### src/rtl/cbccb_pkg.sv
package cbccb_pkg;

  // opcodes handled by this execution slice
  localparam logic [7:0] OP_CMPJMP_A_DIR = 8'hB5;
  localparam logic [7:0] OP_CMPJMP_A_IMM = 8'hB4;
  localparam logic [6:0] OP_CMPJMP_IND_HI = 7'h5B; // 1011011i
  localparam logic [4:0] OP_CMPJMP_REG_HI = 5'h17; // 10111rrr
  localparam logic [7:0] OP_CLEAR_ACC = 8'hE4;
  localparam logic [7:0] OP_CLEAR_CY = 8'hC3;
  localparam logic [7:0] OP_CLEAR_BIT = 8'hC2;
  localparam logic [7:0] OP_COMPL_ACC = 8'hF4;
  localparam logic [7:0] OP_COMPL_CY = 8'hB3;
  localparam logic [7:0] OP_COMPL_BIT = 8'hB2;
  localparam logic [7:0] OP_DEC_ADJ = 8'hD4;

  // instruction lengths in bytes, added to the program counter
  localparam logic [15:0] LEN_ONE = 16'h0001;
  localparam logic [15:0] LEN_TWO = 16'h0002;
  localparam logic [15:0] LEN_THREE = 16'h0003;

  // machine cycles per instruction
  localparam logic [1:0] CYC_ONE = 2'h1;
  localparam logic [1:0] CYC_TWO = 2'h2;

  // decimal adjust constants
  localparam logic [3:0] BCD_NINE = 4'h9;
  localparam logic [8:0] ADJ_NONE = 9'h000;
  localparam logic [8:0] ADJ_LOW = 9'h006;
  localparam logic [8:0] ADJ_HIGH = 9'h060;

  localparam logic [7:0] ACC_ZERO = 8'h00;

  // one decoded instruction handed over by fetch/decode
  typedef struct packed {
    logic [7:0] opcode;
    logic [7:0] byte1; // direct/bit address or immediate data
    logic [7:0] byte2; // relative displacement
    logic [15:0] pc; // address of the opcode byte
    logic [7:0] acc;
    logic carry;
    logic auxCarry;
    logic [7:0] operandVal; // direct byte, working register or indirect byte
    logic bitReadVal; // addressed bit as normally read
    logic bitLatchVal; // output data latch bit of a port
    logic bitIsPort; // addressed bit belongs to an output port
  } cbccb_req_t;

  // write-back and sequencing result
  typedef struct packed {
    logic done;
    logic unknownOp;
    logic [15:0] nextPc;
    logic accWe;
    logic [7:0] accVal;
    logic cyWe;
    logic cyVal;
    logic bitWe;
    logic [7:0] bitAddr;
    logic bitVal;
    logic [1:0] cycles;
  } cbccb_res_t;

endpackage

### src/rtl/cbccb_exec.sv
// Contract
// - compare-jump branches to next plus displacement when unequal
// - carry set when destination below source, operands kept
// - four compare forms: direct, immediate, indirect, register
// - compare forms three bytes, two cycles, pc plus three
// - compare decoded by nibble 1011 and low forms
// - clear accumulator zeroes all bits, flags kept
// - clear carry or addressed bit, nothing else
// - complement accumulator inverts all bits, flags kept
// - complement carry or addressed bit, nothing else
// - port bit complement reads output latch, not pin
// - decimal adjust adds six on low digit overflow
// - low correction carry sets carry, never clears
// - high correction adds sixty, sets carry, never clears
// - decimal adjust one byte, one cycle, overflow untouched
module cbccb_exec (
  // clock and reset
  input wire logic clk_sys,
  input wire logic sys_rst,
  // instruction request from fetch/decode
  input wire logic reqValid,
  input wire cbccb_pkg::cbccb_req_t req,
  output logic reqReady,
  // write-back result
  output cbccb_pkg::cbccb_res_t res
);

  // a compare-and-jump spends its second machine cycle in CBCCB_SECOND
  typedef enum logic {CBCCB_IDLE, CBCCB_SECOND} cbccb_state_t;

  // one flag per instruction class; none is raised for an opcode outside this slice
  typedef struct packed {
    logic cmpJump;
    logic clearAcc;
    logic clearCarry;
    logic clearBit;
    logic invertAcc;
    logic invertCarry;
    logic invertBit;
    logic decAdjust;
  } cbccb_dec_t;

  // sequencing state
  cbccb_state_t state_r;
  cbccb_state_t state_nxt;
  // answer presented to the core; done is a one-cycle pulse, the rest holds
  cbccb_pkg::cbccb_res_t res_r;
  cbccb_pkg::cbccb_res_t res_nxt;
  // answer of a compare, parked over its second machine cycle
  cbccb_pkg::cbccb_res_t pend_r;
  cbccb_pkg::cbccb_res_t pend_nxt;
  // request acceptance
  logic ready_r;
  logic ready_nxt;

  // decode of the presented opcode
  cbccb_dec_t dec;
  // operand selection and compare
  logic [7:0] cmpDest;
  logic [7:0] cmpSrc;
  logic cmpUnequal;
  logic cmpBelow;
  // program counter candidates
  logic [15:0] relExt;
  logic [15:0] pcOneByte;
  logic [15:0] pcTwoByte;
  logic [15:0] pcSeq;
  logic [15:0] pcBranch;
  // bit operand
  logic bitSrc;
  // decimal adjust
  logic lowFix;
  logic highFix;
  logic [8:0] adjLow;
  logic [8:0] adjHigh;
  logic adjCarryMid;
  logic adjCarryOut;
  // execution result and handshake
  cbccb_pkg::cbccb_res_t exe;
  logic takeReq;
  logic takeOne;
  logic takeTwo;

  // opcode decoder; the compare forms share the upper nibble and differ in the low one
  always_comb begin
    dec = '0;
    if (req.opcode == cbccb_pkg::OP_CMPJMP_A_DIR) begin
      dec.cmpJump = 1'b1;
    end
    if (req.opcode == cbccb_pkg::OP_CMPJMP_A_IMM) begin
      dec.cmpJump = 1'b1;
    end
    if (req.opcode[7:1] == cbccb_pkg::OP_CMPJMP_IND_HI) begin
      dec.cmpJump = 1'b1;
    end
    if (req.opcode[7:3] == cbccb_pkg::OP_CMPJMP_REG_HI) begin
      dec.cmpJump = 1'b1;
    end
    case (req.opcode)
      cbccb_pkg::OP_CLEAR_ACC: begin
        dec.clearAcc = 1'b1;
      end
      cbccb_pkg::OP_CLEAR_CY: begin
        dec.clearCarry = 1'b1;
      end
      cbccb_pkg::OP_CLEAR_BIT: begin
        dec.clearBit = 1'b1;
      end
      cbccb_pkg::OP_COMPL_ACC: begin
        dec.invertAcc = 1'b1;
      end
      cbccb_pkg::OP_COMPL_CY: begin
        dec.invertCarry = 1'b1;
      end
      cbccb_pkg::OP_COMPL_BIT: begin
        dec.invertBit = 1'b1;
      end
      cbccb_pkg::OP_DEC_ADJ: begin
        dec.decAdjust = 1'b1;
      end
      default: begin
        // not ours: every class flag stays low
      end
    endcase
  end

  // operand selection for the compare forms; the accumulator is the destination by default
  always_comb begin
    cmpDest = req.acc;
    cmpSrc = req.byte1;
    if (req.opcode == cbccb_pkg::OP_CMPJMP_A_DIR) begin
      cmpSrc = req.operandVal;
    end else if (req.opcode[7:1] == cbccb_pkg::OP_CMPJMP_IND_HI) begin
      cmpDest = req.operandVal;
    end else if (req.opcode[7:3] == cbccb_pkg::OP_CMPJMP_REG_HI) begin
      cmpDest = req.operandVal;
    end
  end

  // compare outcome; the operands themselves are never written back
  assign cmpUnequal = cmpDest != cmpSrc;
  assign cmpBelow = cmpDest < cmpSrc;

  // sign-extend the displacement once; every adder wraps at 64 KiB like the core's counter
  assign relExt = {{8{req.byte2[7]}}, req.byte2};
  assign pcOneByte = req.pc + cbccb_pkg::LEN_ONE;
  assign pcTwoByte = req.pc + cbccb_pkg::LEN_TWO;
  assign pcSeq = req.pc + cbccb_pkg::LEN_THREE;
  assign pcBranch = pcSeq + relExt;

  // a port bit is complemented from its latch so a loaded pin cannot flip it back
  assign bitSrc = req.bitIsPort ? req.bitLatchVal : req.bitReadVal;

  // decimal adjust: two corrections chained in one cycle, depth traded for a one-cycle answer
  always_comb begin
    lowFix = (req.acc[3:0] > cbccb_pkg::BCD_NINE) || req.auxCarry;
    adjLow = {1'b0, req.acc} + (lowFix ? cbccb_pkg::ADJ_LOW : cbccb_pkg::ADJ_NONE);
    adjCarryMid = req.carry | adjLow[8];
    highFix = adjCarryMid || (adjLow[7:4] > cbccb_pkg::BCD_NINE);
    adjHigh = {1'b0, adjLow[7:0]} + (highFix ? cbccb_pkg::ADJ_HIGH : cbccb_pkg::ADJ_NONE);
    adjCarryOut = adjCarryMid | adjHigh[8];
  end

  // result of the instruction; flags not named here are left alone
  always_comb begin
    exe = '0;
    exe.done = 1'b1;
    exe.bitAddr = req.byte1;
    exe.cycles = cbccb_pkg::CYC_ONE;
    exe.nextPc = pcOneByte;
    if (dec.cmpJump) begin
      exe.cycles = cbccb_pkg::CYC_TWO;
      exe.nextPc = cmpUnequal ? pcBranch : pcSeq;
      exe.cyWe = 1'b1;
      exe.cyVal = cmpBelow;
    end else if (dec.clearAcc) begin
      exe.accWe = 1'b1;
      exe.accVal = cbccb_pkg::ACC_ZERO;
    end else if (dec.clearCarry) begin
      exe.cyWe = 1'b1;
      exe.cyVal = 1'b0;
    end else if (dec.clearBit) begin
      exe.nextPc = pcTwoByte;
      exe.bitWe = 1'b1;
      exe.bitVal = 1'b0;
    end else if (dec.invertAcc) begin
      exe.accWe = 1'b1;
      exe.accVal = ~req.acc;
    end else if (dec.invertCarry) begin
      exe.cyWe = 1'b1;
      exe.cyVal = ~req.carry;
    end else if (dec.invertBit) begin
      exe.nextPc = pcTwoByte;
      exe.bitWe = 1'b1;
      exe.bitVal = ~bitSrc;
    end else if (dec.decAdjust) begin
      // overflow has no write enable here, so it stays as it was
      exe.accWe = 1'b1;
      exe.accVal = adjHigh[7:0];
      exe.cyWe = 1'b1;
      exe.cyVal = adjCarryOut;
    end else begin
      // not ours: answer at once with no write so the core is never hung
      exe.unknownOp = 1'b1;
    end
  end

  // a request is taken only in idle; in the second machine cycle ready holds it off
  assign takeReq = reqValid && ready_r && (state_r == CBCCB_IDLE);
  assign takeOne = takeReq && (exe.cycles != cbccb_pkg::CYC_TWO);
  assign takeTwo = takeReq && (exe.cycles == cbccb_pkg::CYC_TWO);

  // state: a taken compare moves to the second cycle, which always returns to idle
  always_comb begin
    state_nxt = state_r;
    case (state_r)
      CBCCB_IDLE: begin
        if (takeTwo) begin
          state_nxt = CBCCB_SECOND;
        end
      end
      CBCCB_SECOND: begin
        state_nxt = CBCCB_IDLE;
      end
      default: begin
        state_nxt = CBCCB_IDLE;
      end
    endcase
  end

  // state register
  always_ff @(posedge clk_sys or posedge sys_rst) begin
    if (sys_rst) begin
      state_r <= CBCCB_IDLE;
    end else begin
      state_r <= state_nxt;
    end
  end

  // ready: low for exactly the second cycle of a compare, so no request can slip in
  always_comb begin
    ready_nxt = ready_r;
    case (state_r)
      CBCCB_IDLE: begin
        if (takeTwo) begin
          ready_nxt = 1'b0;
        end
      end
      CBCCB_SECOND: begin
        ready_nxt = 1'b1;
      end
      default: begin
        ready_nxt = 1'b1;
      end
    endcase
  end

  // ready register; high out of reset so the first request can be taken at once
  always_ff @(posedge clk_sys or posedge sys_rst) begin
    if (sys_rst) begin
      ready_r <= 1'b1;
    end else begin
      ready_r <= ready_nxt;
    end
  end

  // parked compare answer; loaded only when a compare is taken
  always_comb begin
    pend_nxt = pend_r;
    if (takeTwo) begin
      pend_nxt = exe;
    end
  end

  // parked answer register
  always_ff @(posedge clk_sys or posedge sys_rst) begin
    if (sys_rst) begin
      pend_r <= '0;
    end else begin
      pend_r <= pend_nxt;
    end
  end

  // answer: one-cycle forms answer at once, a compare after its parked cycle
  always_comb begin
    res_nxt = res_r;
    res_nxt.done = 1'b0;
    case (state_r)
      CBCCB_IDLE: begin
        if (takeOne) begin
          res_nxt = exe;
        end
      end
      CBCCB_SECOND: begin
        res_nxt = pend_r;
      end
      default: begin
        res_nxt.done = 1'b0;
      end
    endcase
  end

  // answer register; every field but done holds between done pulses
  always_ff @(posedge clk_sys or posedge sys_rst) begin
    if (sys_rst) begin
      res_r <= '0;
    end else begin
      res_r <= res_nxt;
    end
  end

  // every output comes straight from a register
  assign reqReady = ready_r;
  assign res = res_r;

endmodule

### config.mk
export PLATFORM = sky130hd
export DESIGN_NAME = cbccb_exec
export DESIGN_NICKNAME = d
export VERILOG_FILES = /design/src/rtl/cbccb_pkg.sv /design/src/rtl/cbccb_exec.sv
export SDC_FILE = /design/constraint.sdc
export NUM_CORES = 1
export LEC_CHECK = 0
export BUFFER_PORTS_ARGS = -buffer_cell sky130_fd_sc_hd__clkbuf_2
export CAP_MARGIN = 20
export CORE_ASPECT_RATIO = 1.75
export CORE_MARGIN = 10
export CORE_UTILIZATION = 56
export DETAILED_ROUTE_END_ITERATION = 12
export PLACE_DENSITY = 0.81
export SLEW_MARGIN = 20
export SYNTH_ARGS = -nofsm -noshare
export SYNTH_HDL_FRONTEND = slang
export SYNTH_SLANG_ARGS = --single-unit
### constraint.sdc
create_clock -name clk_sys -period 2.5 [get_ports clk_sys]
set_input_delay 0 -clock clk_sys [delete_from_list [all_inputs] [get_ports clk_sys]]
set_output_delay 0 -clock clk_sys [all_outputs]
set_load 0.05 [all_outputs]
==> results.yml <==
place:
  gp_congestion: 0.913
  port-buffer-count: 105
  placed_cells: 911
  dp_hpwl_um: 14200
global_route:
  use_met1_pct: 26.6
  top_usage_layer: "met2"
  grt_pass1_vias: 6162
  track_usage_pct: 27.2
  antenna_found_initial: 0
  gr-total-overflow: 0
  grt_pass1_wl_um: 30400
  grt_max_degree: 53
  met3_usage_pct: 5.35
  use_met2_pct: 49.8
routing:
  routed_wl_um: 19200
  num_vias: 5667
  drt_pass1_iterations: 5
  drtIter0Drc: 293
  wire_per_inst_um: 20.3
  viasPerCell: 6.00
  antenna_left: 0
  drc: 0
timing:
  timing.final.ws_setup_ns: -0.193
  maxSlewViolCount: 0
  setup_tns_ns: -0.458
  hold_violations: 0
  min_period_over_period_pct: 108
  tightest_slew_ns: 0.902
  finClkSkew_ns: 0.00769
  setup_viol: 3
  min_period_ns: 2.69
  relSlewSlack_pct: 39.8
  rsz0062_at_grt: "true"
  max_freq_mhz: 371
worst_setup_path:
  path_max_fanout: 3
  worstPathArrival_ns: 2.92
  start_kind: "input port"
  path_class: "input port to flop"
  crit_path_end_kind: "flop"
  crit_required_ns: 2.73
finish:
  drive_gt1_share_pct: 33.7
  syn_to_final_growth_pct: 36.2
  utilization_pct: 78.3
  final_cells: 945
  antennaDiodeCount: 0
  nets: 916
run:
  cap_violations: 0
clocking:
  tritoncts: "yes"
  cts_inserted_buffers: 9
  clk_pin_slew_ns: 0.06
  clockRootBuffer: "clkbuf_16"
  cts_htree_levels: 3
  clockBufferDepth: 2
  cts.sinks: 84
  clkLatencyLatePin_ns: 0.35
logic_synthesis:
  synth-main-ff-cell: "dfrtp_1"
  syn-num-nets: 721
  ys_ff_latch: 84
  ys_seq_area_share_pct: 38.4
  syn-cell-area_um2: 5480
  syn_inst: 623
  synth_edf_count: 0
  synth.distinct_cells: 62
  async_flop_share_pct: 100
  yosys_warnings: 0
  syn_area_per_cell_um2: 8.79
floorplan:
  dieArea_um2: 14300
  initial_utilization_pct: 57.5
  io_pins: 106
  core_area_um2: 9530
  die_height_um: 151
  std_cell_rows: 47
  fp.dieW_um: 94.8
status:
  violations: "negative setup slack"
  outcome: "finished with violations"
power:
  power.total_mw: 4.93
  ir_worst_vdd_v: 0.000512
  p_leak_nw: 3.63
  power-per-cell-area_nw_per_um2: 660
hold_path:
  hold_path.class: "input port to flop"
logic make-up after synthesis:
| group | Yosys count | synth area share [%] |
|---|---|---|
| AND/OR/NAND/NOR | 231 | 20.2 |
| flip-flops | 84 | 38.4 |
| XOR/XNOR | 40 | 6.40 |
| AO/OA/AOI/OAI | 164 | 19.3 |
| buffers and inverters | 48 | 3.31 |
| adder cells (fa/ha/maj) | 34 | 8.18 |
| multiplexers | 22 | 4.20 |
timing repair:
action                                  CTS  global route
setup buffers                             3             5
endpoints found under the setup margin    3             5
gates resized for setup                   5            23
cloned                                    0             0
hold buffers                             10             0
endpoints found under the hold margin    51             0
pin swaps                                 5            17
per-layer routing:
| layer | vias up | wire length, µm |
|---|---|---|
| met2 | 245 | 10500 |
| li1 | 2611 | - |
| met1 | 2736 | 6560 |
| met5 | - | 0 |
| met3 | 75 | 1140 |
| met4 | 0 | 1030 |
synthesized netlist by cell type (4+ instances only):
cell type	instances	area (µm²)
nand2_1	94	353
dfrtp_1	83	2080
nor2_1	47	176
o21ai_0	43	215
a21oi_1	33	165
a22oi_1	31	233
clkbuf_1	31	116
ha_1	31	388
xnor2_1	25	219
nand3_1	15	75.1
xor2_1	15	131
inv_1	14	52.6
mux2i_1	14	140
and2_1	13	81.3
nor3_1	12	60.1
nand4_1	10	62.6
mux2_2	8	90.1
nand2b_1	8	50.1
o211ai_1	8	60.1
a31oi_1	7	43.8
or2_2	7	43.8
o21ai_1	6	30.0
a211oi_1	4	30.0
a221o_1	4	40.0
and3_1	4	25.0
stage by stage:
stage          setup WS, ns  cell area, µm²  hold slack (ns)
6_report             -0.193            7460           0.0317
3_3_place_gp         -0.481            6850           0.0730
2_1_floorplan        -0.217            5580            0.105
4_1_cts              -0.150            7320           0.0292
5_1_grt              -0.320            7460           0.0600
3_5_place_dp         -0.605            6850           0.0869
sequential cells by signal (all words and copies together), names as in the netlist:
register,count
res,41
reqReady,1
pend_r,41
state_r,1
final cells by class:
| type | count | area [µm²] |
|---|---|---|
| Clock buffer | 10 | 229 |
| Clock inverter | 6 | 88.8 |
| Fill cell | 688 | 2070 |
| Inverter | 14 | 53.8 |
| Multi-Input combinational cell | 491 | 3360 |
| Sequential cell | 84 | 2100 |
| Tap cell | 122 | 153 |
| Timing Repair Buffer | 218 | 1470 |
path summary, 6_finish.rpt:
path | from | to | slack, ns | cells past startpoint
min in group asynchronous | sys_rst | pend_r[5] | 0.24 | 3
max in group asynchronous | sys_rst | res[2] | 1.57 | 4
worst min register to register | res[5] | res[5] | 0.48 | 2
worst max-delay path | req[14] | res[12] | -0.19 | 18
worst max register to register | reqReady | res[19] | 0.24 | 7
worst min-delay path | req[35] | res[37] | 0.03 | 3
worst max-delay path, cell delays in order:
cell      delay [ns]
buf_8           0.09
o21ai_4         0.06
nand2b_1        0.10
ha_2            0.19
inv_2           0.04
fa_2            0.37
and3b_2         0.31
and3_4          0.20
nand2_2         0.05
o21ai_2         0.07
a21oi_2         0.07
or2_4           0.26
ha_4            0.23
a21oi_4         0.13
o22ai_2         0.09
a211oi_2        0.26
o32ai_2         0.11
a221o_1         0.29
report_power, final:
part | leakage, nW | switching, mW | total, mW | internal (mW)
Combinational | 2.40 | 1.11 | 1.73 | 0.614
Clock | 0.149 | 0.567 | 1.44 | 0.875
Sequential | 1.07 | 0.156 | 1.76 | 1.60
layout by cell type, fill, tap and decap left out, drive strengths merged, types with 3 or more instances in the layout:
| master | instances |
|---|---|
| clkbuf | 112 |
| buf | 106 |
| nand2 | 94 |
| dfrtp | 83 |
| o21ai | 50 |
| nor2 | 47 |
| a21oi | 33 |
| a22oi | 31 |
| ha | 31 |
| xnor2 | 25 |
| nand3 | 15 |
| xor2 | 15 |
| nor3 | 15 |
| mux2i | 14 |
| and2 | 13 |
| inv | 13 |
| nand4 | 10 |
| dlygate4sd3 | 10 |
| nand2b | 8 |
| o211ai | 8 |
| mux2 | 8 |
| a31oi | 7 |
| or2 | 7 |
| a211oi | 5 |
| a221o | 4 |
| and3 | 4 |
| a21o | 3 |
| o21a | 3 |
| o221ai | 3 |
| clkinv | 3 |
| o31ai | 3 |
| fa | 3 |
Power figures use the tool's default switching activity.
